$ cat src/status_queue_defines.svh
// Purpose: Register map, field positions, reset values and codes
// Assumes: APB with 32-bit data, byte addresses
// Notes:   Definitions only
`ifndef STATUS_QUEUE_DEFINES_SVH
`define STATUS_QUEUE_DEFINES_SVH

`define OFS_CTRL        8'h00
`define OFS_STATUS_BYTE 8'h04
`define OFS_ENABLE_BASE 8'h10
`define OFS_EVENT_BASE  8'h20
`define OFS_OQ_DATA     8'h30
`define OFS_OQ_COUNT    8'h34
`define OFS_ERR_NEXT    8'h38
`define OFS_ERR_CODE    8'h3c
`define OFS_ERR_COUNT   8'h40
`define OFS_STAGE_BASE  8'h50
`define OFS_STAGE_VALID 8'h60
`define OFS_EN_LIST     8'h70
`define OFS_DIS_LIST    8'h80
`define OFS_LIST_VALID  8'h90

`define CTRL_CLEAR_STATUS 0
`define CTRL_PRESET       1
`define CTRL_ERR_CLEAR    2
`define CTRL_ERR_DRAIN    3
`define CTRL_LIST_ENABLE  4
`define CTRL_LIST_DISABLE 5

`define STB_MEAS_SUM  0
`define STB_ERR_AVAIL 2
`define STB_QUES_SUM  3
`define STB_MSG_AVAIL 4
`define STB_STD_SUM   5
`define STB_OPER_SUM  7

`define ENABLE_RESET   16'h0000
`define CODE_OVERFLOW  16'sd350
`define CODE_NO_ERROR  16'sd0
`define ERRQ_DEPTH     10
`define CODE_MIN       16'sh8000
`define CODE_MINUS_ONE 16'shffff
`define CODE_PLUS_ONE  16'sh0001
`define STATUS_CODE_MIN 16'sd100

`endif

$ cat src/status_queue_pkg.sv
// Purpose: Shared types of the status and queue block
// Assumes: Constants live in status_queue_defines.svh
// Notes:   Types only
`default_nettype none
package status_queue_pkg;
    typedef struct packed {
        logic signed [15:0] code;
        logic        [15:0] text;
    } err_entry_t;

    typedef struct packed {
        logic signed [15:0] hi;
        logic signed [15:0] lo;
    } code_range_t;

    typedef logic [3:0][15:0] event_sets_t;
endpackage : status_queue_pkg
`default_nettype wire

$ cat src/status_enable_and_queues.sv
// Purpose: Event enables, status byte summaries, output queue and error queue
// Assumes: APB slave, zero wait states; event and message inputs on i_clock
// Notes:   Command decoding lives in software; this block holds state
//
// Overview of operation
// - Summary bit sets when any event bit is set with its enable bit.
// - Writing zero to an enable register clears all its bits.
// - Enable registers are 16 bits wide, accept up to 65535, read back.
// - Reset and preset clear enables; clear-status leaves them unchanged.
// - Output queue is FIFO; each query response is appended.
// - Message-available bit follows non-empty output queue; reads remove messages.
// - Error-available bit follows non-empty error queue; reads remove messages.
// - Error queue holds ten entries; a read returns and removes the oldest.
// - On filling, the last slot holds code 350 instead of the newest.
// - Reading an empty error queue returns code 0.
// - Entries carry signed code and text; code-only reads exist.
// - Reset admits error codes, excludes status codes; clear and preset keep filter.
// - Enable list replaces admitted set; disable list removes listed codes.
// - Lists hold single codes and inclusive ranges in any combination.
// - Enable with empty list admits nothing.
// - Read-next, drain, count, code-only, list readback and clear operations.
// - Reset and clear-status empty the error queue; preset does not.
// - Event bits latch until read or cleared; reading clears them.
`include "status_queue_defines.svh"
`timescale 1ns/100ps
`default_nettype none
module status_enable_and_queues
    import status_queue_pkg::*;
#(
    parameter int OQ_DEPTH = 8,
    parameter int ERR_DEPTH = `ERRQ_DEPTH,
    parameter int N_RANGES = 4
) (
    input  wire logic               i_clock,
    input  wire logic               i_nrst,
    input  wire logic               i_psel,
    input  wire logic               i_penable,
    input  wire logic               i_pwrite,
    input  wire logic [7:0]         i_paddr,
    input  wire logic [31:0]        i_pwdata,
    output logic      [31:0]        o_prdata,
    output logic                    o_pready,
    output logic                    o_pslverr,
    input  wire event_sets_t        i_events,
    input  wire logic               i_resp_valid,
    input  wire logic [31:0]        i_resp_data,
    output logic                    o_resp_ready,
    input  wire logic               i_err_valid,
    input  wire err_entry_t         i_err_entry,
    output logic      [7:0]         o_status_byte
);
    localparam int OCW = $clog2(OQ_DEPTH+1);
    localparam int OPW = $clog2(OQ_DEPTH);
    localparam int ECW = $clog2(ERR_DEPTH+1);
    localparam logic [OCW-1:0] OQ_FULL = OCW'(OQ_DEPTH);
    localparam logic [OPW-1:0] OQ_LAST = OPW'(OQ_DEPTH - 1);

    // APB handshake
    logic               pready_reg;
    logic               pslverr_reg;
    logic [31:0]        prdata_reg;
    logic [31:0]        rd_val;
    logic               rd_ok;
    logic               done;
    logic               wr_done;
    logic               rd_done;
    logic [1:0]         idx;
    logic [7:0]         addr_base;
    logic               had_entry_reg;
    assign done      = i_psel & i_penable & pready_reg;
    assign wr_done   = done & i_pwrite & ~pslverr_reg;
    assign rd_done   = done & ~i_pwrite & ~pslverr_reg;
    assign idx       = i_paddr[3:2];
    assign addr_base = {i_paddr[7:4], 4'h0};

    // Status state
    event_sets_t        enable_reg;
    event_sets_t        event_reg;
    logic [7:0]         stb_reg;
    logic [3:0]         summary;
    logic               cmd_clear_status;
    logic               cmd_preset;

    // Output queue
    logic [31:0]        oq_reg [OQ_DEPTH];
    logic [OPW-1:0]     oq_rd_reg;
    logic [OPW-1:0]     oq_wr_reg;
    logic [OCW-1:0]     oq_cnt_reg;
    logic               oq_push;
    logic               oq_pop;
    logic               resp_ready_reg;

    // Error queue and admission filter
    code_range_t        stage_reg [N_RANGES];
    logic [N_RANGES-1:0] stage_v_reg;
    code_range_t        en_rng_reg [N_RANGES];
    logic [N_RANGES-1:0] en_v_reg;
    code_range_t        dis_rng_reg [N_RANGES];
    logic [N_RANGES-1:0] dis_v_reg;
    logic [N_RANGES-1:0] en_hit;
    logic [N_RANGES-1:0] dis_hit;
    logic               admit;
    err_entry_t         err_head;
    logic [ECW-1:0]     err_cnt;
    logic               err_pop;
    logic               err_clear;

    assign cmd_clear_status = wr_done && i_paddr == `OFS_CTRL && i_pwdata[`CTRL_CLEAR_STATUS];
    assign cmd_preset = wr_done && i_paddr == `OFS_CTRL && i_pwdata[`CTRL_PRESET];

    // Read value formed in the setup cycle, returned in the access cycle
    always_comb begin
        rd_val = 32'h0000_0000;
        rd_ok  = 1'b1;
        if (i_paddr[1:0] != 2'b00) begin
            rd_ok = 1'b0;
        end else if (i_paddr == `OFS_CTRL) begin
            rd_val = 32'h0000_0000;
        end else if (i_paddr == `OFS_STATUS_BYTE) begin
            rd_val = {24'h00_0000, stb_reg};
        end else if (addr_base == `OFS_ENABLE_BASE) begin
            rd_val = {16'h0000, enable_reg[idx]};
        end else if (addr_base == `OFS_EVENT_BASE) begin
            rd_val = {16'h0000, event_reg[idx]};
        end else if (i_paddr == `OFS_OQ_DATA) begin
            rd_val = (oq_cnt_reg != '0) ? oq_reg[oq_rd_reg] : 32'h0000_0000;
        end else if (i_paddr == `OFS_OQ_COUNT) begin
            rd_val = 32'(oq_cnt_reg);
        end else if (i_paddr == `OFS_ERR_NEXT) begin
            rd_val = (err_cnt != '0) ? err_head : {`CODE_NO_ERROR, 16'h0000};
        end else if (i_paddr == `OFS_ERR_CODE) begin
            rd_val = (err_cnt != '0) ? 32'(err_head.code) : 32'h0000_0000;
        end else if (i_paddr == `OFS_ERR_COUNT) begin
            rd_val = 32'(err_cnt);
        end else if (addr_base == `OFS_STAGE_BASE && 32'(idx) < N_RANGES) begin
            rd_val = stage_reg[idx];
        end else if (i_paddr == `OFS_STAGE_VALID) begin
            rd_val = 32'(stage_v_reg);
        end else if (addr_base == `OFS_EN_LIST && 32'(idx) < N_RANGES) begin
            rd_val = en_rng_reg[idx];
        end else if (addr_base == `OFS_DIS_LIST && 32'(idx) < N_RANGES) begin
            rd_val = dis_rng_reg[idx];
        end else if (i_paddr == `OFS_LIST_VALID) begin
            rd_val = {16'h0000, 8'(dis_v_reg), 8'(en_v_reg)};
        end else begin
            rd_ok = 1'b0;
        end
    end

    always_ff @(posedge i_clock) begin
        if (!i_nrst) begin
            pready_reg  <= 1'b0;
            pslverr_reg <= 1'b0;
            prdata_reg  <= 32'h0000_0000;
            had_entry_reg <= 1'b0;
        end else begin
            pready_reg  <= i_psel & ~i_penable;
            pslverr_reg <= i_psel & ~i_penable & ~rd_ok;
            prdata_reg  <= (i_psel & ~i_penable & rd_ok & ~i_pwrite) ? rd_val : 32'h0000_0000;
            // Pop only what the snapshot returned
            had_entry_reg <= (i_paddr == `OFS_OQ_DATA) ? (oq_cnt_reg != '0) : (err_cnt != '0);
        end
    end

    // Enable registers; only the low 16 bits are kept
    always_ff @(posedge i_clock) begin
        if (!i_nrst || cmd_preset) begin
            enable_reg <= {4{`ENABLE_RESET}};
        end else if (wr_done && addr_base == `OFS_ENABLE_BASE) begin
            enable_reg[idx] <= i_pwdata[15:0];
        end
    end

    // Event bits: a new event wins over the clear of the same cycle
    always_ff @(posedge i_clock) begin
        if (!i_nrst || cmd_clear_status) begin
            event_reg <= i_nrst ? i_events : '0;
        end else begin
            for (int s = 0; s < 4; s++) begin
                if (rd_done && addr_base == `OFS_EVENT_BASE && idx == 2'(s)) begin
                    event_reg[s] <= (event_reg[s] & ~prdata_reg[15:0]) | i_events[s];
                end else begin
                    event_reg[s] <= event_reg[s] | i_events[s];
                end
            end
        end
    end

    // Index 0 standard, 1 operation, 2 measurement, 3 questionable
    always_comb begin
        for (int s = 0; s < 4; s++) begin
            summary[s] = |(event_reg[s] & enable_reg[s]);
        end
    end

    always_ff @(posedge i_clock) begin
        if (!i_nrst) begin
            stb_reg <= 8'h00;
        end else begin
            stb_reg                <= 8'h00;
            stb_reg[`STB_STD_SUM]  <= summary[0];
            stb_reg[`STB_OPER_SUM] <= summary[1];
            stb_reg[`STB_MEAS_SUM] <= summary[2];
            stb_reg[`STB_QUES_SUM] <= summary[3];
            stb_reg[`STB_MSG_AVAIL] <= (oq_cnt_reg != '0);
            stb_reg[`STB_ERR_AVAIL] <= (err_cnt != '0);
        end
    end

    // Output queue; a response offered while full waits on o_resp_ready
    assign oq_push = i_resp_valid & resp_ready_reg;
    assign oq_pop  = rd_done && i_paddr == `OFS_OQ_DATA && had_entry_reg;
    always_ff @(posedge i_clock) begin
        if (oq_push) begin
            oq_reg[oq_wr_reg] <= i_resp_data;
        end
    end

    always_ff @(posedge i_clock) begin
        if (!i_nrst) begin
            oq_rd_reg      <= '0;
            oq_wr_reg      <= '0;
            oq_cnt_reg     <= '0;
            resp_ready_reg <= 1'b0;
        end else begin
            if (oq_pop) begin
                oq_rd_reg <= (oq_rd_reg == OQ_LAST) ? '0 : oq_rd_reg + 1'b1;
            end
            if (oq_push) begin
                oq_wr_reg <= (oq_wr_reg == OQ_LAST) ? '0 : oq_wr_reg + 1'b1;
            end
            oq_cnt_reg     <= oq_cnt_reg + OCW'(oq_push) - OCW'(oq_pop);
            resp_ready_reg <= (oq_cnt_reg + OCW'(oq_push) - OCW'(oq_pop)) != OQ_FULL;
        end
    end

    // Admission filter: one comparator pair per list slot
    genvar g;
    generate
        for (g = 0; g < N_RANGES; g++) begin : g_filter
            assign en_hit[g]  = en_v_reg[g] && i_err_entry.code >= en_rng_reg[g].lo
                                && i_err_entry.code <= en_rng_reg[g].hi;
            assign dis_hit[g] = dis_v_reg[g] && i_err_entry.code >= dis_rng_reg[g].lo
                                && i_err_entry.code <= dis_rng_reg[g].hi;
        end
    endgenerate
    assign admit = i_err_valid & (|en_hit) & ~(|dis_hit);

    always_ff @(posedge i_clock) begin
        if (!i_nrst) begin
            stage_v_reg <= '0;
            for (int r = 0; r < N_RANGES; r++) begin
                stage_reg[r] <= '0;
            end
        end else if (wr_done && addr_base == `OFS_STAGE_BASE && 32'(idx) < N_RANGES) begin
            stage_reg[idx] <= i_pwdata;
        end else if (wr_done && i_paddr == `OFS_STAGE_VALID) begin
            stage_v_reg <= i_pwdata[N_RANGES-1:0];
        end
    end

    // Filter survives clear-status and preset; only reset restores it
    // Disable slots are overwritten per index, so at most N_RANGES holes
    always_ff @(posedge i_clock) begin
        if (!i_nrst) begin
            en_v_reg  <= N_RANGES'(4'b0011);
            dis_v_reg <= '0;
            for (int r = 0; r < N_RANGES; r++) begin
                en_rng_reg[r]  <= '0;
                dis_rng_reg[r] <= '0;
            end
            en_rng_reg[0] <= '{hi: `CODE_MINUS_ONE, lo: `CODE_MIN};
            en_rng_reg[1] <= '{hi: `STATUS_CODE_MIN - 16'sd1, lo: `CODE_PLUS_ONE};
        end else if (wr_done && i_paddr == `OFS_CTRL && i_pwdata[`CTRL_LIST_ENABLE]) begin
            en_v_reg  <= stage_v_reg;
            dis_v_reg <= '0;
            for (int r = 0; r < N_RANGES; r++) begin
                en_rng_reg[r] <= stage_reg[r];
            end
        end else if (wr_done && i_paddr == `OFS_CTRL && i_pwdata[`CTRL_LIST_DISABLE]) begin
            dis_v_reg <= dis_v_reg | stage_v_reg;
            for (int r = 0; r < N_RANGES; r++) begin
                if (stage_v_reg[r]) begin
                    dis_rng_reg[r] <= stage_reg[r];
                end
            end
        end
    end

    assign err_pop   = rd_done && had_entry_reg && (i_paddr == `OFS_ERR_NEXT || i_paddr == `OFS_ERR_CODE);
    assign err_clear = cmd_clear_status || (wr_done && i_paddr == `OFS_CTRL &&
                       (i_pwdata[`CTRL_ERR_CLEAR] || i_pwdata[`CTRL_ERR_DRAIN]));
    error_fifo #(
        .DEPTH   (ERR_DEPTH)
    ) u_error_fifo (
        .i_clock (i_clock),
        .i_nrst  (i_nrst),
        .i_push  (admit),
        .i_entry (i_err_entry),
        .i_pop   (err_pop),
        .i_clear (err_clear),
        .o_head  (err_head),
        .o_count (err_cnt)
    );

    assign o_prdata      = prdata_reg;
    assign o_pready      = pready_reg;
    assign o_pslverr     = pslverr_reg;
    assign o_resp_ready  = resp_ready_reg;
    assign o_status_byte = stb_reg;
endmodule : status_enable_and_queues
`default_nettype wire

$ cat src/error_fifo.sv
// Purpose: Error queue storage with overflow marker in the last slot
// Assumes: Push, pop and clear come from logic on the same clock
// Notes:   A pop of an empty queue is ignored; the caller shows code 0
`include "status_queue_defines.svh"
`timescale 1ns/100ps
`default_nettype none
module error_fifo
    import status_queue_pkg::*;
#(
    parameter int DEPTH = `ERRQ_DEPTH
) (
    input  wire logic                     i_clock,
    input  wire logic                     i_nrst,
    input  wire logic                     i_push,
    input  wire err_entry_t               i_entry,
    input  wire logic                     i_pop,
    input  wire logic                     i_clear,
    output err_entry_t                    o_head,
    output logic [$clog2(DEPTH+1)-1:0]    o_count
);
    localparam int CW = $clog2(DEPTH+1);
    localparam int PW = $clog2(DEPTH);
    localparam logic [CW-1:0] FULL_CNT = CW'(DEPTH);
    localparam logic [CW-1:0] LAST_CNT = CW'(DEPTH - 1);
    localparam logic [PW-1:0] LAST_PTR = PW'(DEPTH - 1);

    err_entry_t        store_reg [DEPTH];
    logic [PW-1:0]     rd_ptr_reg;
    logic [PW-1:0]     wr_ptr_reg;
    logic [CW-1:0]     count_reg;
    logic              do_pop;
    logic              do_push;
    err_entry_t        wr_entry;

    assign do_pop  = i_pop & (count_reg != '0);
    // Full queue drops everything until a read frees a slot
    assign do_push = i_push & (count_reg != FULL_CNT);
    assign wr_entry = (count_reg == LAST_CNT && !do_pop) ?
                      err_entry_t'{code: `CODE_OVERFLOW, text: 16'h0000} : i_entry;

    always_ff @(posedge i_clock) begin
        if (do_push) begin
            store_reg[wr_ptr_reg] <= wr_entry;
        end
    end

    always_ff @(posedge i_clock) begin
        if (!i_nrst || i_clear) begin
            rd_ptr_reg <= '0;
            wr_ptr_reg <= '0;
            count_reg  <= '0;
        end else begin
            if (do_pop) begin
                rd_ptr_reg <= (rd_ptr_reg == LAST_PTR) ? '0 : rd_ptr_reg + 1'b1;
            end
            if (do_push) begin
                wr_ptr_reg <= (wr_ptr_reg == LAST_PTR) ? '0 : wr_ptr_reg + 1'b1;
            end
            count_reg <= count_reg + CW'(do_push) - CW'(do_pop);
        end
    end

    assign o_head  = store_reg[rd_ptr_reg];
    assign o_count = count_reg;
endmodule : error_fifo
`default_nettype wire

$ cat config.mk
export PLATFORM = sky130hd
export DESIGN_NAME = status_enable_and_queues
export DESIGN_NICKNAME = d
export VERILOG_FILES = /design/src/status_queue_pkg.sv /design/src/status_enable_and_queues.sv /design/src/error_fifo.sv
export VERILOG_INCLUDE_DIRS = /design/src
export SDC_FILE = /design/constraint.sdc
export NUM_CORES = 2
export LEC_CHECK = 0
export BUFFER_PORTS_ARGS = -buffer_cell sky130_fd_sc_hd__buf_2
export CORE_MARGIN = 1.5
export CORE_UTILIZATION = 62
export CTS_CLUSTER_SIZE = 30
export DETAILED_ROUTE_END_ITERATION = 8
export PLACE_DENSITY_LB_ADDON = 0.1
export SYNTH_ARGS = -nofsm -noshare
export SYNTH_HDL_FRONTEND = slang
export SYNTH_HIERARCHICAL = 1
export SYNTH_SLANG_ARGS = --single-unit
$ cat constraint.sdc
create_clock -name i_clock -period 7.8 [get_ports i_clock]
set_input_delay 0.39 -clock i_clock [delete_from_list [all_inputs] [get_ports i_clock]]
set_output_delay 0.39 -clock i_clock [all_outputs]
set_load 0.02 [all_outputs]
==> impl_metrics.yaml <==
routing:
  routedWlPerCell_um: 29.9
  vias_per_cell: 6.65
  dr.pass1.iters: 9
  vias: 38382
  drc_errors: 4
  ant_nets: 0
  wl_um: 172000
  initialDrtViolationCount: 5204
clocking:
  cts.sinks: 1171
  clk_pin_slew_ps: 60
  clock_path_buffers: 3
  cts_tree: "built"
  clock-root-buffer: "clkbuf_16"
  post_cts_resized: 0
  clkLatencyLatePin_ps: 740
  cts_inserted_buffers: 114
  cts_max_level: 3
hold_path:
  holdCritStartpoint: "i_pwdata[7]"
  holdPathEnd: "enable_reg[39]$_SDFFE_PP0P_"
  min_delay_path_depth: 3
  hold_class: "input pin to flop"
sta:
  slew_violations: 1
  maxSlewHeadroom_pct: -3.68
  min_period_over_period_pct: 70.0
  max_freq_ghz: 0.183
  tightest_slew_ps: 1560
  setup_viol: 0
  layout_min_cycle_time_ps: 5460
  setup-tns-final_ps: 0
  rsz0062_at_grt: "no"
  hold_violations: 0
  skew_ps: 43.2
yosys:
  yosys-top-cells-area: "edfxtp_1 (52%), mux4_2 (7.6%), dfxtp_1 (7.6%)"
  async_reset_ff_share_pct: 0
  syn_avg_cell_area_um2: 13.2
  yosys.area.top_type_share_pct: 51.8
  synthMostInstantiatedCell: "edfxtp_1"
  ys_warn_count: 6
  synth-edff-count: 960
  synth.distinct_cells: 81
  synth_commonest_cells: "edfxtp_1 (960), nand2_1 (426), inv_1 (283)"
  ys_seq_area_share_pct: 59.4
  synth_area_um2: 55700
  synth_top_cell_by_area: "edfxtp_1"
  syn_inst: 4219
  synth-seq-cells: 1171
  synthFlopType: "edfxtp_1"
worst_setup_path:
  worstSetupPathType: "flop to flop"
  cp-start-kind: "flop"
  cp.buffers_inverters: 1
  path_delay_family: "simple AND/OR/NAND/NOR gates"
  reg2regPathDepth: 13
  max_stage_delay_ps: 920
  crit_chain: "inv_1 > ha_1 > a21o_1 > a21o_1 > a21oi_1 > nor2_1 > or4_1 > o211ai_1 > o2111ai_1 > a211oi_1 > nand2_1 > or3_1 > nor2_4"
  r2r_slack_ps: 2340
  critPathMaxFanout: 32
  r2r-end: "u_error_fifo/store_reg[8][15]$_DFFE_PP_"
  cpMostUsedCell: "a21o_1"
  worstReg2RegStart: "en_rng_reg[0][25]$_SDFFCE_PN0P_"
  cp.required_ps: 8130
  endpoint_kind: "flop"
  cp_slowest_cell: "nor2_4"
  arrival_ps: 5790
outcome:
  outcome: "complete, but fails checks"
  violations: "DRC, slew limit"
finish:
  layout-drive-gt1-share_pct: 17.8
  largest_reg_flops: 320
  nFillCells: 6041
  syn_to_final_growth_pct: 12.9
  utilization_pct: 70.9
  fin_nets: 4953
place:
  gp_congestion: 0.997
  hpwlAfterDp_um: 114000
  place.port_buffers: 215
floorplanning:
  fp-row-count: 109
  initial_core_util_pct: 62.8
  die_w_um: 303
  chipHeight_um: 303
  core-area_um2: 88600
  dieArea_um2: 91600
  io_pins: 218
run:
  drv_cap: 0
power_and_ir_drop:
  ir_drop_v: 0.000230
  pwr_density_cell_nw_per_um2: 220
  leakagePower_nw: 23.2
grt:
  track_usage_pct: 37.8
  grt_antenna_before_repair: 10
  grt_pass1_vias: 36774
  grt_max_degree: 137
  grt_overflow: 0
  grt_pass1_wl_um: 248000
[routing by layer]
layer	share of wire, %	routed length [um]	GRT usage, %	vias up
met5	0.039	68	0	-
met4	4.5	7730	15.4	10
met3	13	22500	10.8	409
met2	44	75300	55.3	2522
met1	39	66900	53.6	18906
li1	-	-	-	16535
[worst register-to-register path: cells and delay by family (launching register included)]
kind,cells,cell delay (ps)
AND/OR/NAND/NOR,5,2250
AO/OA/AOI/OAI,6,2010
adder cells (fa/ha/maj),1,240
flip-flops,1,450
buffers and inverters,1,90
[power by group]
part | internal, mW | total [mW] | switching [mW]
registers | 6.97 | 7.09 | 0.127
clock network | 3.05 | 5.46 | 2.41
logic | 0.459 | 1.30 | 0.842
total | 10.5 | 13.8 | 3.38
[cells in the final DEF (no fill, tap or decap), types with 52 or more instances in the layout]
master,count
nand2_1,424
ha_1,271
a21oi_1,233
buf_2,212
nor2_1,126
mux2i_1,90
and3_1,164
clkbuf_16,115
a22oi_1,72
dfxtp_1,206
and2_1,151
a32o_1,64
edfxtp_1,960
inv_1,283
dlygate4sd3_1,118
nand4_1,52
buf_4,68
mux4_2,189
nor2b_1,57
mux2_2,109
o21ai_0,77
[through the flow]
stage                     std cells  worst slack (ps)  hold slack (ps)  instance area, um^2  total power, mW
after floorplan                4220              1440              446                55700             7.87
after global placement         5436              2010              458                57900             8.40
after detailed placement       5436              1950              465                57900             8.43
after CTS                      5768              2360             5.59                62800             13.8
after global routing           5769              2110             23.0                62800             14.2
final                          5774              2340             30.6                62800             13.9
[what timing repair did]
item                                   CTS  global route
setup endpoints to repair                0             0
hold buffers                           118             0
endpoints found under the hold margin  381             0
setup buffers                            0             0
[cells by family after synthesis]
group	after synthesis	share of synthesized area [%]
flops	1171	59.4
buf+inv	518	3.92
compound gates	709	8.57
mux	388	11.5
fa+ha+maj	273	6.16
simple gates	1149	10.3
other cells	1	0.00674
xor+xnor	10	0.157
[worst max path at each step]
stage                                                from                                      end  slack [ps]  cells after the start
after floorplan                           i_err_entry[16]   u_error_fifo/store_reg[1][0]$_DFFE_PP_        1440                     12
after global placement                    i_err_entry[16]  u_error_fifo/store_reg[4][15]$_DFFE_PP_        2010                     15
after detailed placement                  i_err_entry[16]  u_error_fifo/store_reg[8][15]$_DFFE_PP_        1950                     15
after CTS                 en_rng_reg[0][25]$_SDFFCE_PN0P_  u_error_fifo/store_reg[8][15]$_DFFE_PP_        2360                     13
after global routing      en_rng_reg[0][25]$_SDFFCE_PN0P_  u_error_fifo/store_reg[8][17]$_DFFE_PP_        2110                     13
final                     en_rng_reg[0][25]$_SDFFCE_PN0P_  u_error_fifo/store_reg[8][15]$_DFFE_PP_        2340                     13
[cell type report]
| type | count | area (um^2) | share of cell area, % |
|---|---|---|---|
| clock inverter | 57 | 593 | 0.944 |
| clock buffer | 157 | 3120 | 4.96 |
| timing repair buffer | 404 | 2850 | 4.54 |
| multi-input combinational | 2531 | 20700 | 32.9 |
| tap | 1165 | 1460 | 2.32 |
| sequential | 1171 | 33100 | 52.6 |
| antenna | 6 | 15.0 | 0.0239 |
| inverter | 283 | 1060 | 1.69 |
Power figures use the tool's default switching activity.
